<file path="src/hdl/lfrc_defs.svh">
// Register offsets, field positions, reset values and counts for the LF receiver control
`ifndef LFRC_DEFS_SVH
`define LFRC_DEFS_SVH

`define LFRC_ADDR_W      8
`define LFRC_ADDR_CTL3   8'h22
`define LFRC_ADDR_MODE   8'h24
`define LFRC_ADDR_STAT   8'h25
`define LFRC_ADDR_MASK   8'h26

`define LFRC_BIT_LEVEL   7
`define LFRC_BIT_ALT     6

`define LFRC_ALT_RST     1'b0
`define LFRC_SYNC_RST    2'h1
`define LFRC_CDT_RST     4'h0
`define LFRC_MODE_RST    1'b1

`define LFRC_EV_W        3
`define LFRC_EV_FOUND    0
`define LFRC_EV_TOGGLE   1
`define LFRC_EV_DATA     2

`define LFRC_CNT_W       11
`define LFRC_CNT_BASE    11'h008
`define LFRC_CNT_BASE_HI 11'h010

`endif

</file>
<file path="src/hdl/lfrc_pkg.sv">
// Types shared by the LF receiver control logic
package lfrc_pkg;

    // Carrier validation sequencer states
    typedef enum logic [1:0] {
        lfrc_st_idle  = 2'b00,
        lfrc_st_count = 2'b01,
        lfrc_st_done  = 2'b10
    } lfrc_state_e;

    // Signals arriving from the analog detector
    typedef struct packed {
        logic level;
        logic period_tick;
        logic on_start;
    } lfrc_det_s;

endpackage : lfrc_pkg

</file>
<file path="src/hdl/lfrc_validate.sv">
// Carrier validation counter for one detector on-period
`timescale 1ns/1ps
`default_nettype none
`include "lfrc_defs.svh"

module lfrc_validate (
    input  wire logic              clk,
    input  wire logic              srst,
    input  wire lfrc_pkg::lfrc_det_s det,
    input  wire logic              carrier_mode,
    input  wire logic [3:0]        cdt_code,
    output var  logic              valid
);

    lfrc_pkg::lfrc_state_e           st_q;
    lfrc_pkg::lfrc_state_e           st_d;
    logic [`LFRC_CNT_W-1:0]          cnt_q;
    logic [`LFRC_CNT_W-1:0]          cnt_d;
    logic                            valid_q;
    logic                            valid_d;

    // Carrier periods needed, by validation code and mode
    function automatic logic [`LFRC_CNT_W-1:0] need_periods(
        input logic [3:0] code,
        input logic       cmode
    );
        logic [`LFRC_CNT_W-1:0] n;
        if (code[3]) begin
            n = `LFRC_CNT_BASE_HI << code[1:0];
        end else if (cmode) begin
            n = `LFRC_CNT_BASE << code[2:0];
        end else begin
            n = `LFRC_CNT_BASE;
        end
        return n;
    endfunction : need_periods

    // Count carrier periods while the slicer stays high
    always_comb begin
        st_d    = st_q;
        cnt_d   = cnt_q;
        valid_d = 1'b0;
        case (st_q)
            lfrc_pkg::lfrc_st_idle: begin
                cnt_d = '0;
            end
            lfrc_pkg::lfrc_st_count: begin
                if (!det.level) begin
                    cnt_d = '0;
                end else if (det.period_tick) begin
                    if (cnt_q + 11'h001 >= need_periods(cdt_code, carrier_mode)) begin
                        valid_d = 1'b1;
                        st_d    = lfrc_pkg::lfrc_st_done;
                    end else begin
                        cnt_d = cnt_q + 11'h001;
                    end
                end
            end
            lfrc_pkg::lfrc_st_done: begin
                cnt_d = cnt_q; // Code ignored for rest of the on-period
            end
            default: begin
                st_d = lfrc_pkg::lfrc_st_idle;
            end
        endcase
        // A new on-period restarts counting under the mode now in force
        if (det.on_start) begin
            st_d    = lfrc_pkg::lfrc_st_count;
            cnt_d   = '0;
            valid_d = 1'b0;
        end
    end

    always_ff @(posedge clk) begin
        if (srst) begin
            st_q    <= lfrc_pkg::lfrc_st_idle;
            cnt_q   <= '0;
            valid_q <= 1'b0;
        end else begin
            st_q    <= st_d;
            cnt_q   <= cnt_d;
            valid_q <= valid_d;
        end
    end

    assign valid = valid_q;

    chk_start_no_valid: assert property (@(posedge clk) disable iff (srst)
        det.on_start |=> !valid_q)
        else $error("validation reported in the on-period start cycle");

    chk_valid_needs_level: assert property (@(posedge clk) disable iff (srst)
        valid_q |-> $past(det.level) && $past(det.period_tick))
        else $error("validation without a carrier period");

endmodule : lfrc_validate
`default_nettype wire

</file>
<file path="src/hdl/lfrc_ctl.sv">
// LF receiver control register, mode alternation and carrier-found events
//
// Our own choice: the address-and-strobe port.
`timescale 1ns/1ps
`default_nettype none
`include "lfrc_defs.svh"

// Summary of operation
// - 8-bit control register at 0x22: level, alternation, preamble, validation time.
// - Bit 7 follows the live detector slicer output, unsynchronised to accesses.
// - Level bit is read-only; writes ignored; reset never touches it.
// - Level bit reads 1 above detection threshold, 0 otherwise.
// - Alternation enable is read/write and cleared by reset.
// - Alternation off: carrier mode select keeps software value and decides mode.
// - Alternation on: mode select inverts at each on-sequence after the first, starting from software value.
// - Mode select 1 is carrier mode, 0 data mode; data chain stays on until end.
// - Preamble select resets to 01; code 00 is factory test only.
// - Reset clears validation time field, giving 8 carrier periods.
// - In carrier mode, carrier held for validation time and count reached sets found flag, interrupts.
module lfrc_ctl (
    input  wire logic                     clk,
    input  wire logic                     srst,
    input  wire logic [`LFRC_ADDR_W-1:0]  addr,
    input  wire logic [7:0]               wdata,
    input  wire logic                     wr,
    input  wire logic                     rd,
    output var  logic [7:0]               rdata,
    input  wire lfrc_pkg::lfrc_det_s      det,
    input  wire logic                     count_hit,
    input  wire logic                     msg_end,
    output var  logic                     carrier_mode_select,
    output var  logic [1:0]               preamble_sel,
    output var  logic [3:0]               carrier_validate_time,
    output var  logic                     receive_chain_on,
    output var  logic                     irq
);

    logic                    alt_q;
    logic                    alt_d;
    logic [1:0]              sync_q;
    logic [1:0]              sync_d;
    logic [3:0]              cdt_q;
    logic [3:0]              cdt_d;
    logic                    mode_q;
    logic                    mode_d;
    logic                    first_q;
    logic                    first_d;
    logic                    chain_q;
    logic                    chain_d;
    logic [`LFRC_EV_W-1:0]   stat_q;
    logic [`LFRC_EV_W-1:0]   stat_d;
    logic [`LFRC_EV_W-1:0]   mask_q;
    logic [`LFRC_EV_W-1:0]   mask_d;
    logic [`LFRC_EV_W-1:0]   ev;
    logic [7:0]              rdata_q;
    logic [7:0]              rdata_d;
    logic                    irq_q;
    logic                    irq_d;
    logic                    valid;
    logic                    wr_ctl3;
    logic                    wr_mode;
    logic                    wr_stat;
    logic                    wr_mask;
    logic                    toggle;

    // Write decode
    assign wr_ctl3 = wr && (addr == `LFRC_ADDR_CTL3);
    assign wr_mode = wr && (addr == `LFRC_ADDR_MODE);
    assign wr_stat = wr && (addr == `LFRC_ADDR_STAT);
    assign wr_mask = wr && (addr == `LFRC_ADDR_MASK);

    // Hardware inverts the mode only after the first on-sequence of a run
    assign toggle = alt_q && det.on_start && !first_q;

    // Carrier validation for the current on-period
    lfrc_validate u_validate (
        .clk          (clk),
        .srst         (srst),
        .det          (det),
        .carrier_mode (mode_q),
        .cdt_code     (cdt_q),
        .valid        (valid)
    );

    // Control fields; bit 7 of a write is dropped
    always_comb begin
        alt_d  = alt_q;
        sync_d = sync_q;
        cdt_d  = cdt_q;
        if (wr_ctl3) begin // Bit 7 has no storage
            alt_d  = wdata[`LFRC_BIT_ALT];
            sync_d = wdata[5:4];
            cdt_d  = wdata[3:0];
        end
    end

    always_ff @(posedge clk) begin
        if (srst) begin
            alt_q  <= `LFRC_ALT_RST;
            sync_q <= `LFRC_SYNC_RST;
            cdt_q  <= `LFRC_CDT_RST;
        end else begin
            alt_q  <= alt_d;
            sync_q <= sync_d;
            cdt_q  <= cdt_d;
        end
    end

    // Mode select: software write wins over a same-cycle toggle
    always_comb begin
        mode_d  = mode_q;
        first_d = first_q;
        if (det.on_start && alt_q) begin
            first_d = 1'b0;
        end
        if (toggle) begin
            mode_d = !mode_q;
        end
        if (wr_mode) begin
            mode_d  = wdata[0];
            first_d = 1'b1;
        end
        if (wr_ctl3 && wdata[`LFRC_BIT_ALT] && !alt_q) begin
            first_d = 1'b1; // Run starts from the software mode
        end
    end

    always_ff @(posedge clk) begin
        if (srst) begin
            mode_q  <= `LFRC_MODE_RST;
            first_q <= 1'b1;
        end else begin
            mode_q  <= mode_d;
            first_q <= first_d;
        end
    end

    // Data receive chain held on from data-mode validation until message end
    always_comb begin
        chain_d = chain_q;
        if (msg_end) begin
            chain_d = 1'b0;
        end
        if (valid && !mode_q) begin
            chain_d = 1'b1;
        end
    end

    always_ff @(posedge clk) begin
        if (srst) begin
            chain_q <= 1'b0;
        end else begin
            chain_q <= chain_d;
        end
    end

    // Event sources
    always_comb begin
        ev                 = '0;
        ev[`LFRC_EV_FOUND]  = valid && mode_q && count_hit;
        ev[`LFRC_EV_TOGGLE] = toggle;
        ev[`LFRC_EV_DATA]   = valid && !mode_q;
    end

    // Sticky status, write one to clear, set wins; mask and interrupt
    always_comb begin
        stat_d = stat_q;
        mask_d = mask_q;
        if (wr_stat) begin
            stat_d = stat_q & ~wdata[`LFRC_EV_W-1:0];
        end
        stat_d = stat_d | ev;
        if (wr_mask) begin
            mask_d = wdata[`LFRC_EV_W-1:0];
        end
        irq_d = |(stat_d & mask_d);
    end

    always_ff @(posedge clk) begin
        if (srst) begin
            stat_q <= '0;
            mask_q <= '0;
            irq_q  <= 1'b0;
        end else begin
            stat_q <= stat_d;
            mask_q <= mask_d;
            irq_q  <= irq_d;
        end
    end

    // Read data, valid in the cycle after the strobe
    always_comb begin
        rdata_d = 8'h00;
        if (rd) begin
            case (addr)
                `LFRC_ADDR_CTL3: begin
                    rdata_d = {det.level, alt_q, sync_q, cdt_q};
                end
                `LFRC_ADDR_MODE: begin
                    rdata_d = {7'h00, mode_q};
                end
                `LFRC_ADDR_STAT: begin
                    rdata_d = {5'h00, stat_q};
                end
                `LFRC_ADDR_MASK: begin
                    rdata_d = {5'h00, mask_q};
                end
                default: begin
                    rdata_d = 8'h00;
                end
            endcase
        end
    end

    always_ff @(posedge clk) begin
        if (srst) begin
            rdata_q <= 8'h00;
        end else begin
            rdata_q <= rdata_d;
        end
    end

    // Outputs straight from registers
    assign rdata                 = rdata_q;
    assign irq                   = irq_q;
    assign carrier_mode_select   = mode_q;
    assign preamble_sel          = sync_q;
    assign carrier_validate_time = cdt_q;
    assign receive_chain_on      = chain_q;

    chk_ctl3_read_map: assert property (@(posedge clk) disable iff (srst)
        rd && addr == `LFRC_ADDR_CTL3 |=>
            rdata_q[6:0] == {$past(alt_q), $past(sync_q), $past(cdt_q)})
        else $error("control register read layout wrong");

    chk_level_live: assert property (@(posedge clk) disable iff (srst)
        rd && addr == `LFRC_ADDR_CTL3 |=> rdata_q[7] == $past(det.level))
        else $error("level bit does not follow the slicer");

    chk_level_high: assert property (@(posedge clk) disable iff (srst)
        rd && addr == `LFRC_ADDR_CTL3 && det.level |=> rdata_q[7])
        else $error("level bit low while above threshold");

    chk_ctl3_write: assert property (@(posedge clk) disable iff (srst)
        wr_ctl3 |=> alt_q == $past(wdata[6]) && sync_q == $past(wdata[5:4])
            && cdt_q == $past(wdata[3:0]))
        else $error("control register write not stored");

    chk_reset_values: assert property (@(posedge clk)
        srst |=> !alt_q && sync_q == 2'h1 && cdt_q == 4'h0)
        else $error("control fields wrong after reset");

    chk_mode_hold: assert property (@(posedge clk) disable iff (srst)
        !alt_q && !wr_mode |=> mode_q == $past(mode_q))
        else $error("mode changed with alternation off");

    chk_mode_flip: assert property (@(posedge clk) disable iff (srst)
        alt_q && det.on_start && !first_q && !wr_mode |=> mode_q != $past(mode_q))
        else $error("mode not inverted on new on-sequence");

    chk_first_keeps: assert property (@(posedge clk) disable iff (srst)
        alt_q && det.on_start && first_q && !wr_mode |=> mode_q == $past(mode_q))
        else $error("first on-sequence did not use software mode");

    chk_data_chain: assert property (@(posedge clk) disable iff (srst)
        valid && !mode_q |=> chain_q ##1 (chain_q || $past(msg_end)))
        else $error("data chain not held on after validation");

    chk_found_flag: assert property (@(posedge clk) disable iff (srst)
        valid && mode_q && count_hit |=> stat_q[`LFRC_EV_FOUND])
        else $error("carrier found flag not set");

    chk_irq_level: assert property (@(posedge clk) disable iff (srst)
        irq_q == |(stat_q & mask_q))
        else $error("interrupt disagrees with status and mask");

endmodule : lfrc_ctl
`default_nettype wire

</file>
<file path="config.mk">
export PLATFORM = sky130hd
export DESIGN_NAME = lfrc_ctl
export DESIGN_NICKNAME = d
export VERILOG_FILES = /design/src/hdl/lfrc_pkg.sv /design/src/hdl/lfrc_validate.sv /design/src/hdl/lfrc_ctl.sv
export VERILOG_INCLUDE_DIRS = /design/src /design/src/hdl
export SDC_FILE = /design/constraint.sdc
export NUM_CORES = 1
export LEC_CHECK = 0
export ABC_AREA = 1
export ABC_CLOCK_PERIOD_IN_PS = 2500
export BUFFER_PORTS_ARGS = -buffer_cell sky130_fd_sc_hd__buf_2
export CORE_MARGIN = 2
export CORE_UTILIZATION = 50
export DETAILED_ROUTE_END_ITERATION = 7
export GPL_TIMING_DRIVEN = 0
export HOLD_SLACK_MARGIN = 0.08
export PLACE_DENSITY = 0.86
export SYNTH_ARGS = -nofsm -noshare
export SYNTH_HDL_FRONTEND = slang
export SYNTH_HIERARCHICAL = 1
export SYNTH_SLANG_ARGS = --single-unit
</file>
<file path="constraint.sdc">
create_clock -name clk -period 2.5 [get_ports clk]
set_clock_uncertainty 0.2 [all_clocks]
set_input_delay 0 -clock clk [delete_from_list [all_inputs] [get_ports clk]]
set_output_delay 0 -clock clk [all_outputs]
set_load 0.005 [all_outputs]
</file>
==> flow_metrics.env, run 1 <==
export IMPL_start_kind="flip-flop"
export IMPL_seqCellArea_um2=791
export IMPL_cts_max_level=2
export IMPL_crit_fanout=4
export IMPL_core_region_area_um2=4350
export IMPL_start_util=0.520
export IMPL_syn_inst=340
export IMPL_cts_tree="done"
export IMPL_whs_path_depth=5
export IMPL_final_common_cell="nand2_1"
export IMPL_relSlewSlack=0.634
export IMPL_antenna_cells=0
export IMPL_rsz0062_at_grt="true"
export IMPL_cp_data_required_time_ns=2.52
export IMPL_global_route_usage_total=0.306
export IMPL_vdd_ir_drop_max_mv=0.292
export IMPL_clk_pin_slew_worst_paths_ns=0.08
export IMPL_drt_wl_total_um=9210
export IMPL_synth_ff_type="dfxtp_1"
export IMPL_outcome="finished with violations"
export IMPL_min_to="u_validate/cnt_q[1]"
export IMPL_reg2reg_to="u_validate/cnt_q[10]"
export IMPL_crit_slowest_cell="dfxtp_4"
export IMPL_nNetsFinal=474
export IMPL_hold_viol_final=0
export IMPL_worst_pin_slew_ns=0.549
export IMPL_yosys_warnings=6
export IMPL_synth_area_top_cells="dfxtp_1, nand2_1, inv_1, nor2_1, nand3_1"
export IMPL_clockRootBuffer="clkbuf_8"
export IMPL_yosys_area_top_type="dfxtp_1"
export IMPL_hp_start="det[2]"
export IMPL_grt_max_degree=12
export IMPL_worst_path_most_repeated_cell="nand2_1"
export IMPL_yosys_register_bits=39
export IMPL_die_h_um=71.3
export IMPL_path_cells="ha_4 -> nand2_4 -> nor2_4 -> nand3_4 -> o21ai_2 -> nand2_2 -> inv_2 -> ha_4 -> nand2_1 -> nand2_1 -> a21oi_2 -> nand3_2 -> nand3_4 -> nand2_8 -> buf_6 -> nand2_1 -> nand2_1 -> nor2_1"
export IMPL_drt_iter0_drc=403
export IMPL_design_area_um2=3470
export IMPL_syn_area_per_cell_um2=6.66
export IMPL_cap_violations=0
export IMPL_synth_edf_count=0
export IMPL_grt_pass1_wl_um=12100
export IMPL_place_congestion=0.892
export IMPL_worstSkewPairLatency_ns=0.30
export IMPL_dr_pass1_iters=6
export IMPL_power_uw=1320
export IMPL_setup_ws_ns=-0.323
export IMPL_critPathTopFamily="simple AND/OR/NAND/NOR gates"
export IMPL_synth_async_reset_ratio=0
export IMPL_power_density_nw_per_um2=379
export IMPL_antenna_left=0
export IMPL_period_needed_ns=2.82
export IMPL_drive_above_1_share=0.331
export IMPL_reg2reg_depth=18
export IMPL_layout_common_cells="nand2_1, inv_1, buf_2"
export IMPL_antenna_found_initial=0
export IMPL_p_leak_uw=0.00163
export IMPL_dpl_cell_area_um2=2530
export IMPL_syn_nets=374
export IMPL_ys_types=32
export IMPL_cts_buffer_depth=2
export IMPL_n_fill_cell=227
export IMPL_io_pins=42
export IMPL_cts_buffers=5
export IMPL_drv_slew=0
export IMPL_hold_class="in -> reg"
export IMPL_critPathKind="reg -> reg"
export IMPL_chipWidth_um=71.3
export IMPL_end_kind="flip-flop"
export IMPL_r2r_start="u_validate/cnt_q[0]"
export IMPL_r2r_setup_slack_ns=-0.32
export IMPL_multi_input_area_um2=1540
export IMPL_synth_seq_area_share=0.345
export IMPL_first_global_vias=2580
export IMPL_die_area_um2=5080
export IMPL_worstPathArrival_ns=2.84
export IMPL_num_vias=2927
export IMPL_placementRows=24
export IMPL_portBuffers=40
export IMPL_violations="setup timing"
export IMPL_hpwl_um=3870
export IMPL_vias_per_cell=5.94
export IMPL_cp_num_buf_inv=2
export IMPL_min_period_over_period=1.13
export IMPL_timing_fmax_ghz=0.354
export IMPL_wl_per_cell_um=18.7
export IMPL_syn2layout_area_growth_pct=53.2
export IMPL_overflow=0
export IMPL_max_stage_delay_ns=0.39
export IMPL_cts_sinks=39
export IMPL_drc=0
export IMPL_yosys_area_top_type_share=0.345
export IMPL_setup_viol=15
export IMPL_synth_cell_area_um2=2260
[Yosys cell counts (all sizes together), types with 2 or more instances]
cell,n
a21oi,19
a22oi,3
a31oi,3
buf,2
clkbuf,2
dfxtp,39
ha,9
inv,56
nand2,92
nand3,26
nand4,3
nor2,57
nor3,5
o211ai,3
o21ai,15
or2,2
xor2,2
[sequential cells by signal, summed over array words and instances (netlist names), 2 cells and up]
register / flops
carrier_validate_time: 4
mask_q: 3
preamble_sel: 2
rdata: 8
stat_q: 3
u_validate/cnt_q: 11
u_validate/st_q: 2
[worst min-delay path, cell delays in order]
cell and delay [ns]:
buf_2 0.15, nand3_4 0.13, buf_6 0.13, a21oi_1 0.06
nor2_1 0.08
[per-layer routing]
metal	global-route usage	share of wire	up-vias
li1	-	-	1271
met1	0.356	0.36	1307
met2	0.500	0.45	265
met3	0.0647	0.11	84
met4	0.218	0.080	0
met5	0	0	-
[what timing repair did]
action / in CTS / in global routing
cloned: 1 / 0
buffers inserted: 10 / 6
pin swaps: 23 / 28
setup endpoints to repair: 14 / 16
hold buffers: 35 / 1
hold endpoints to repair: 39 / 3
gates resized for setup: 46 / 42
[kinds of logic after synthesis]
kind of cell / Yosys count / share of synthesized area
simple gates: 186 / 0.375
buf+inv: 61 / 0.113
compound gates: 43 / 0.110
flops: 39 / 0.345
fa+ha+maj: 9 / 0.0497
xor+xnor: 2 / 0.00774
[cell type report]
| cell class | count | area share |
|---|---|---|
| Sequential cell | 39 | 0.228 |
| Tap cell | 52 | 0.0188 |
| Multi-Input combinational cell | 240 | 0.445 |
| Clock buffer | 7 | 0.0220 |
| Inverter | 57 | 0.0642 |
| Clock inverter | 1 | 0.00144 |
| Buffer | 4 | 0.0115 |
| Timing Repair Buffer | 93 | 0.210 |
[metrics by stage]
stage | hold WS, ns | worst slack, ns | utilization | cells | setup TNS [ns]
detailed placement | 0.0324 | -0.338 | 0.582 | 432 | -2.91
global route | 0.132 | -0.371 | 0.797 | 493 | -3.83
floorplan | -0.131 | 0.00642 | - | 340 | 0
finish | 0.0964 | -0.323 | 0.797 | 493 | -2.94
global placement | 0.0192 | -0.257 | 0.582 | 432 | -2.05
CTS | -0.0463 | -0.0569 | 0.746 | 486 | -0.322
[how the worst max path moves through the flow]
stage / startpoint / to / slack, ns / depth (start not counted)
3_5_place_dp: u_validate/cnt_q[0] / u_validate/cnt_q[5] / -0.34 / 19
5_1_grt: u_validate/cnt_q[0] / u_validate/cnt_q[10] / -0.37 / 18
2_1_floorplan: u_validate/cnt_q[0] / u_validate/cnt_q[9] / 0.006 / 18
3_3_place_gp: u_validate/cnt_q[0] / u_validate/cnt_q[6] / -0.26 / 19
6_report: u_validate/cnt_q[0] / u_validate/cnt_q[10] / -0.32 / 18
4_1_cts: u_validate/cnt_q[1] / u_validate/cnt_q[4] / -0.06 / 19
[report_power, final]
group          total, uW  switching, uW  leakage [uW]  internal, uW
Sequential           636           9.11      0.000316           627
Clock                424            228     0.0000422           196
Combinational        255            140       0.00127           115
Total               1320            377       0.00163           938
No activity file was read; power rests on OpenSTA's default activity.
==> run 2, diff against run 1 <==
Settings changed: ABC_CLOCK_PERIOD_IN_PS 2500 to 3200, BUFFER_PORTS_ARGS -buffer_cell sky130_fd_sc_hd__buf_2 to default, CORE_UTILIZATION 50 to 57, DONT_BUFFER_PORTS from default to 1, PLACE_DENSITY 0.86 to 0.82, SLEW_MARGIN from default to 10.
Clock period 2.5 ns to 3.2 ns, I/O delays scaled along.
==> run 2 against run 1 <==
The flow now finishes without violations. Largest power group unchanged. Critical path type unchanged. Critical path depth did not move. Via count fell by 13%. Routed wire length fell by 24%. Sequential share of layout area rose by 4.3 points. Worst hold slack improved by 0.072 ns. Cell count fell by 10%. Cell area fell by 17%.
==> flow_metrics.env, run 2 (synthesis gave the netlist of run 1 again) <==
export IMPL_outcome="finished clean"
export IMPL_clockRootBuffer="clkbuf_8"
export IMPL_holdWs_ns=0.169
export IMPL_antenna_found_initial=0
export IMPL_wl_per_cell_um=15.9
export IMPL_cp_data_required_time_ns=3.20
export IMPL_overflow=0
export IMPL_power_uw=957
export IMPL_crit_fanout=10
export IMPL_num_vias=2543
export IMPL_syn2layout_area_growth_pct=27.6
export IMPL_setup_viol=0
export IMPL_first_global_vias=2436
export IMPL_largest_reg_flops=11
export IMPL_cap_violations=0
export IMPL_dp_cells=388
export IMPL_dpl_cell_area_um2=2320
export IMPL_cts_buffer_depth=2
export IMPL_layout_common_cells="nand2_1, inv_1, nor2_1"
export IMPL_core_region_area_um2=3740
export IMPL_critPathKind="reg -> reg"
export IMPL_dr_pass1_iters=6
export IMPL_io_pins=42
export IMPL_cts_max_level=2
export IMPL_top_register="u_validate/cnt_q"
export IMPL_die_area_um2=4490
export IMPL_cts_buffers=5
export IMPL_grt_pass1_wl_um=10800
export IMPL_worstPathArrival_ns=3.02
export IMPL_cts_tree="done"
export IMPL_reg2reg_depth=18
export IMPL_die_h_um=67.0
export IMPL_rsz0062_at_grt="false"
export IMPL_vdd_ir_drop_max_mv=0.248
export IMPL_whs_path_depth=7
export IMPL_drt_iter0_drc=344
export IMPL_r2r_setup_slack_ns=0.18
export IMPL_start_kind="flip-flop"
export IMPL_hold_class="in -> reg"
export IMPL_worst_pin_slew_ns=0.531
export IMPL_drive_above_1_share=0.0838
export IMPL_vias_per_cell=5.75
export IMPL_antenna_cells=0
export IMPL_drc=0
export IMPL_hp_start="addr[6]"
export IMPL_drt_wl_total_um=7040
export IMPL_hold_viol_final=0
export IMPL_cts_sinks=39
export IMPL_period_needed_ns=3.02
export IMPL_nNetsFinal=427
export IMPL_fin_cells=442
export IMPL_start_util=0.605
export IMPL_relSlewSlack=0.646
export IMPL_antenna_left=0
export IMPL_chipWidth_um=67.0
export IMPL_tns_ns=0
export IMPL_min_period_over_period=0.945
export IMPL_p_leak_uw=0.00136
export IMPL_design_area_um2=2890
export IMPL_power_density_nw_per_um2=331
export IMPL_critPathLaunch="u_validate/cnt_q[1]"
export IMPL_r2r_start="u_validate/cnt_q[1]"
export IMPL_final_common_cell="nand2_1"
export IMPL_place_congestion=0.851
export IMPL_timing_fmax_ghz=0.331
export IMPL_hpwl_um=3680
export IMPL_portBuffers=0
export IMPL_end_kind="flip-flop"
export IMPL_worstSkewPairLatency_ns=0.30
export IMPL_grt_max_degree=12
export IMPL_drv_slew=0
export IMPL_placementRows=22
export IMPL_clk_pin_slew_worst_paths_ns=0.08
export IMPL_global_route_usage_total=0.330
## run 2: path summary, 6_finish.rpt
check                    endpoint
max          u_validate/cnt_q[10]
min                     stat_q[2]
max reg2reg  u_validate/cnt_q[10]
min reg2reg      receive_chain_on
## run 2: per-layer routing
metal,track usage,part of all wire,vias up
met2,0.558,0.50,167
li1,-,-,1183
met4,0.250,0.058,0
met1,0.341,0.36,1136
met5,0,0,-
met3,0.0946,0.079,57
## run 2: report_power, final
group          switching, uW  internal (uW)
Clock                    179            153
Combinational           76.2           53.1
Sequential              4.94            491
## run 2: worst max-delay path, cell delays in order (launching register included)
cell and delay [ns]:
dfxtp_1 0.35, ha_1 0.17, nand2_1 0.12, nor2_4 0.15
nand3_1 0.15, nor2_1 0.16, nand2_1 0.10, nand2_1 0.11
inv_1 0.06, ha_1 0.33, nand2_1 0.11, inv_1 0.04
a21oi_1 0.17, nand3_2 0.15, nand3_4 0.13, nand2_4 0.10
buf_6 0.16, nor2_1 0.11, nor2_1 0.06
## run 2: repair_timing
| action | CTS | global route |
|---|---|---|
| hold buffers | 46 | 1 |
| setup endpoints to repair | 0 | 16 |
| gates resized for setup | 0 | 7 |
| hold endpoints to repair | 39 | 3 |
| buffers inserted | 0 | 0 |
## run 2: cell type report
| class | count | area, um^2 |
|---|---|---|
| Clock inverter | 1 | 5.00 |
| Multi-Input combinational cell | 240 | 1250 |
| Inverter | 57 | 219 |
| Tap cell | 48 | 60.1 |
| Sequential cell | 39 | 782 |
| Timing Repair Buffer | 46 | 463 |
| Clock buffer | 7 | 76.3 |
| Fill cell | 235 | 853 |
| Buffer | 4 | 36.3 |
## run 2: per-stage QoR
step                 util  setup WS [ns]
floorplan               -          0.660
global placement    0.621          0.322
detailed placement  0.621          0.206
CTS                 0.766          0.141
global route        0.772         0.0259
finish              0.772          0.177
==> run 3, diff against run 2 <==
Settings changed: CELL_PAD_IN_SITES_DETAIL_PLACEMENT from default to 1, CELL_PAD_IN_SITES_GLOBAL_PLACEMENT from default to 2, CORE_UTILIZATION 57 to 34, PLACE_DENSITY 0.82 to 0.89.
==> run 3 against run 2 <==
Worst hold slack better by 0.021 ns. Worst setup slack worse by 0.15 ns. Clock power up 52%. Power up 18%. Register-to-register slack better by 0.12 ns. Count of clock-buffer cells in the layout down 2. Non-clock buffer count up 7. Critical path depth down 7. Cell area up 4.9%. Flip-flop and latch count unchanged. Critical path type is now in -> reg. Critical endpoint is now first_q.
==> flow_metrics.env, run 3 (synthesis gave the netlist of run 1 again) <==
export IMPL_outcome="finished clean"
export IMPL_cap_violations=0
export IMPL_cp_data_required_time_ns=3.25
export IMPL_worstSkewPairLatency_ns=0.30
export IMPL_cts_max_level=2
export IMPL_num_vias=2397
export IMPL_design_area_um2=3030
export IMPL_cts_tree="done"
export IMPL_hold_viol_final=0
export IMPL_n_fill_cell=824
export IMPL_dpl_cell_area_um2=2360
export IMPL_max_stage_delay_ns=0.62
export IMPL_first_global_vias=2470
export IMPL_drive_above_1_share=0.102
export IMPL_largest_reg_flops=11
export IMPL_chipWidth_um=85.6
export IMPL_nNetsFinal=434
export IMPL_path_cells="dlygate4sd3_1 -> inv_1 -> nand2_1 -> dlygate4sd3_1 -> nor2_4 -> nand3b_1 -> nor2_1 -> dlygate4sd3_1 -> nand2_1 -> o211ai_2 -> dlygate4sd3_1"
export IMPL_io_pins=42
export IMPL_crit_fanout=4
export IMPL_drt_iter0_drc=134
export IMPL_hold_class="in -> reg"
export IMPL_vdd_ir_drop_max_mv=0.278
export IMPL_drc=0
export IMPL_antenna_found_initial=0
export IMPL_layout_common_cells="nand2_1, inv_1, nor2_1"
export IMPL_dr_pass1_iters=4
export IMPL_vias_per_cell=5.01
export IMPL_tns_ns=0
export IMPL_clockRootBuffer="clkbuf_8"
export IMPL_clkPwrFrac=0.446
export IMPL_wl_per_cell_um=15.7
export IMPL_antenna_cells=0
export IMPL_timing_fmax_ghz=0.316
export IMPL_swShare=0.243
export IMPL_p_leak_uw=0.00140
export IMPL_worstPathArrival_ns=3.22
export IMPL_grt_pass1_wl_um=11800
export IMPL_period_needed_ns=3.17
export IMPL_p_seq_frac=0.438
export IMPL_cts_buffer_depth=2
export IMPL_holdWs_ns=0.189
export IMPL_place_congestion=0.779
export IMPL_crit_slowest_cell="dlygate4sd3_1"
export IMPL_syn2layout_area_growth_pct=33.9
export IMPL_critPathKind="in -> reg"
export IMPL_power_density_nw_per_um2=373
export IMPL_global_route_usage_total=0.208
export IMPL_end_kind="flip-flop"
export IMPL_clk_pin_slew_worst_paths_ns=0.08
export IMPL_final_common_cell="nand2_1"
export IMPL_top_register="u_validate/cnt_q"
export IMPL_hpwl_um=4700
export IMPL_p_int_uw=856
export IMPL_power_uw=1130
export IMPL_core_region_area_um2=6390
export IMPL_postLayoutCoreUtil=0.475
export IMPL_relSlewSlack=0.651
export IMPL_placementRows=29
export IMPL_min_period_over_period=0.990
export IMPL_drv_slew=0
export IMPL_comb_power_share=0.116
export IMPL_setup_viol=0
export IMPL_grt_max_degree=14
export IMPL_die_area_um2=7330
export IMPL_overflow=0
export IMPL_cts_buffers=5
export IMPL_worst_path_most_repeated_cell="dlygate4sd3_1"
export IMPL_start_kind="input port"
export IMPL_antenna_left=0
export IMPL_drt_wl_total_um=7520
export IMPL_portBuffers=0
export IMPL_cts_sinks=39
export IMPL_p_sw_uw=274
export IMPL_start_util=0.355
export IMPL_worst_pin_slew_ns=0.523
export IMPL_die_h_um=85.6
-- run 3: changes by cell type in the layout (fill, tap and decap cells not counted) --
| cell | previous run | this run |
|---|---|---|
| buf_4 | 1 | 8 |
| clkinv_2 | 1 | 0 |
| dfxtp_2 | 1 | 0 |
| clkinvlp_4 | 0 | 1 |
| bufinv_16 | 0 | 2 |
| dfxtp_1 | 38 | 39 |
| clkbuf_1 | 3 | 1 |
-- run 3: worst max-delay path: cells and delay by family --
kind | cells | cell delay [ns]
buf+inv | 5 | 2.41
simple gates | 5 | 0.70
compound gates | 1 | 0.11
-- run 3: power by group through the flow --
stage          registers, uW  logic (uW)  clock network (uW)
2_1_floorplan            505        70.7                   0
3_3_place_gp             506        87.2                   0
3_5_place_dp             506        90.9                   0
4_1_cts                  495         124                 517
5_1_grt                  496         147                 529
6_report                 495         131                 504
-- run 3: area by class of cell --
class,count,area (um^2),area share
Multi-Input combinational cell,240,1250,0.412
Sequential cell,39,781,0.257
Timing Repair Buffer,53,515,0.170
Inverter,57,219,0.0722
Tap cell,77,96.3,0.0318
Clock buffer,5,68.8,0.0227
Clock inverter,3,67.6,0.0223
Buffer,4,36.3,0.0120
-- run 3: final timing paths --
kind	slack [ns]	cells past startpoint	endpoint	start
max	0.03	11	first_q	addr[7]
min	0.19	4	receive_chain_on	msg_end
max reg2reg	0.30	18	u_validate/cnt_q[9]	u_validate/cnt_q[0]
min reg2reg	0.28	2	receive_chain_on	receive_chain_on
-- run 3: layer usage --
metal	global-route usage	share of wire	vias to the layer above
met5	0	0	-
met4	0.0851	0.024	0
met1	0.244	0.43	1127
li1	-	-	1185
met2	0.360	0.50	66
met3	0.0520	0.045	19
-- run 3: what timing repair did --
action / 4_1_cts / 5_1_grt
hold buffers: 47 / 1
endpoints found under the hold margin: 39 / 3
endpoints found under the setup margin: 0 / 16
buffers inserted: 0 / 7
resized for setup: 0 / 6
-- run 3: through the flow --
stage / setup WS (ns) / instances
after floorplan: 0.660 / 340
after global placement: 0.182 / 417
after detailed placement: 0.0531 / 417
after CTS: 0.0499 / 472
after global routing: -0.0334 / 478
final: 0.0316 / 478
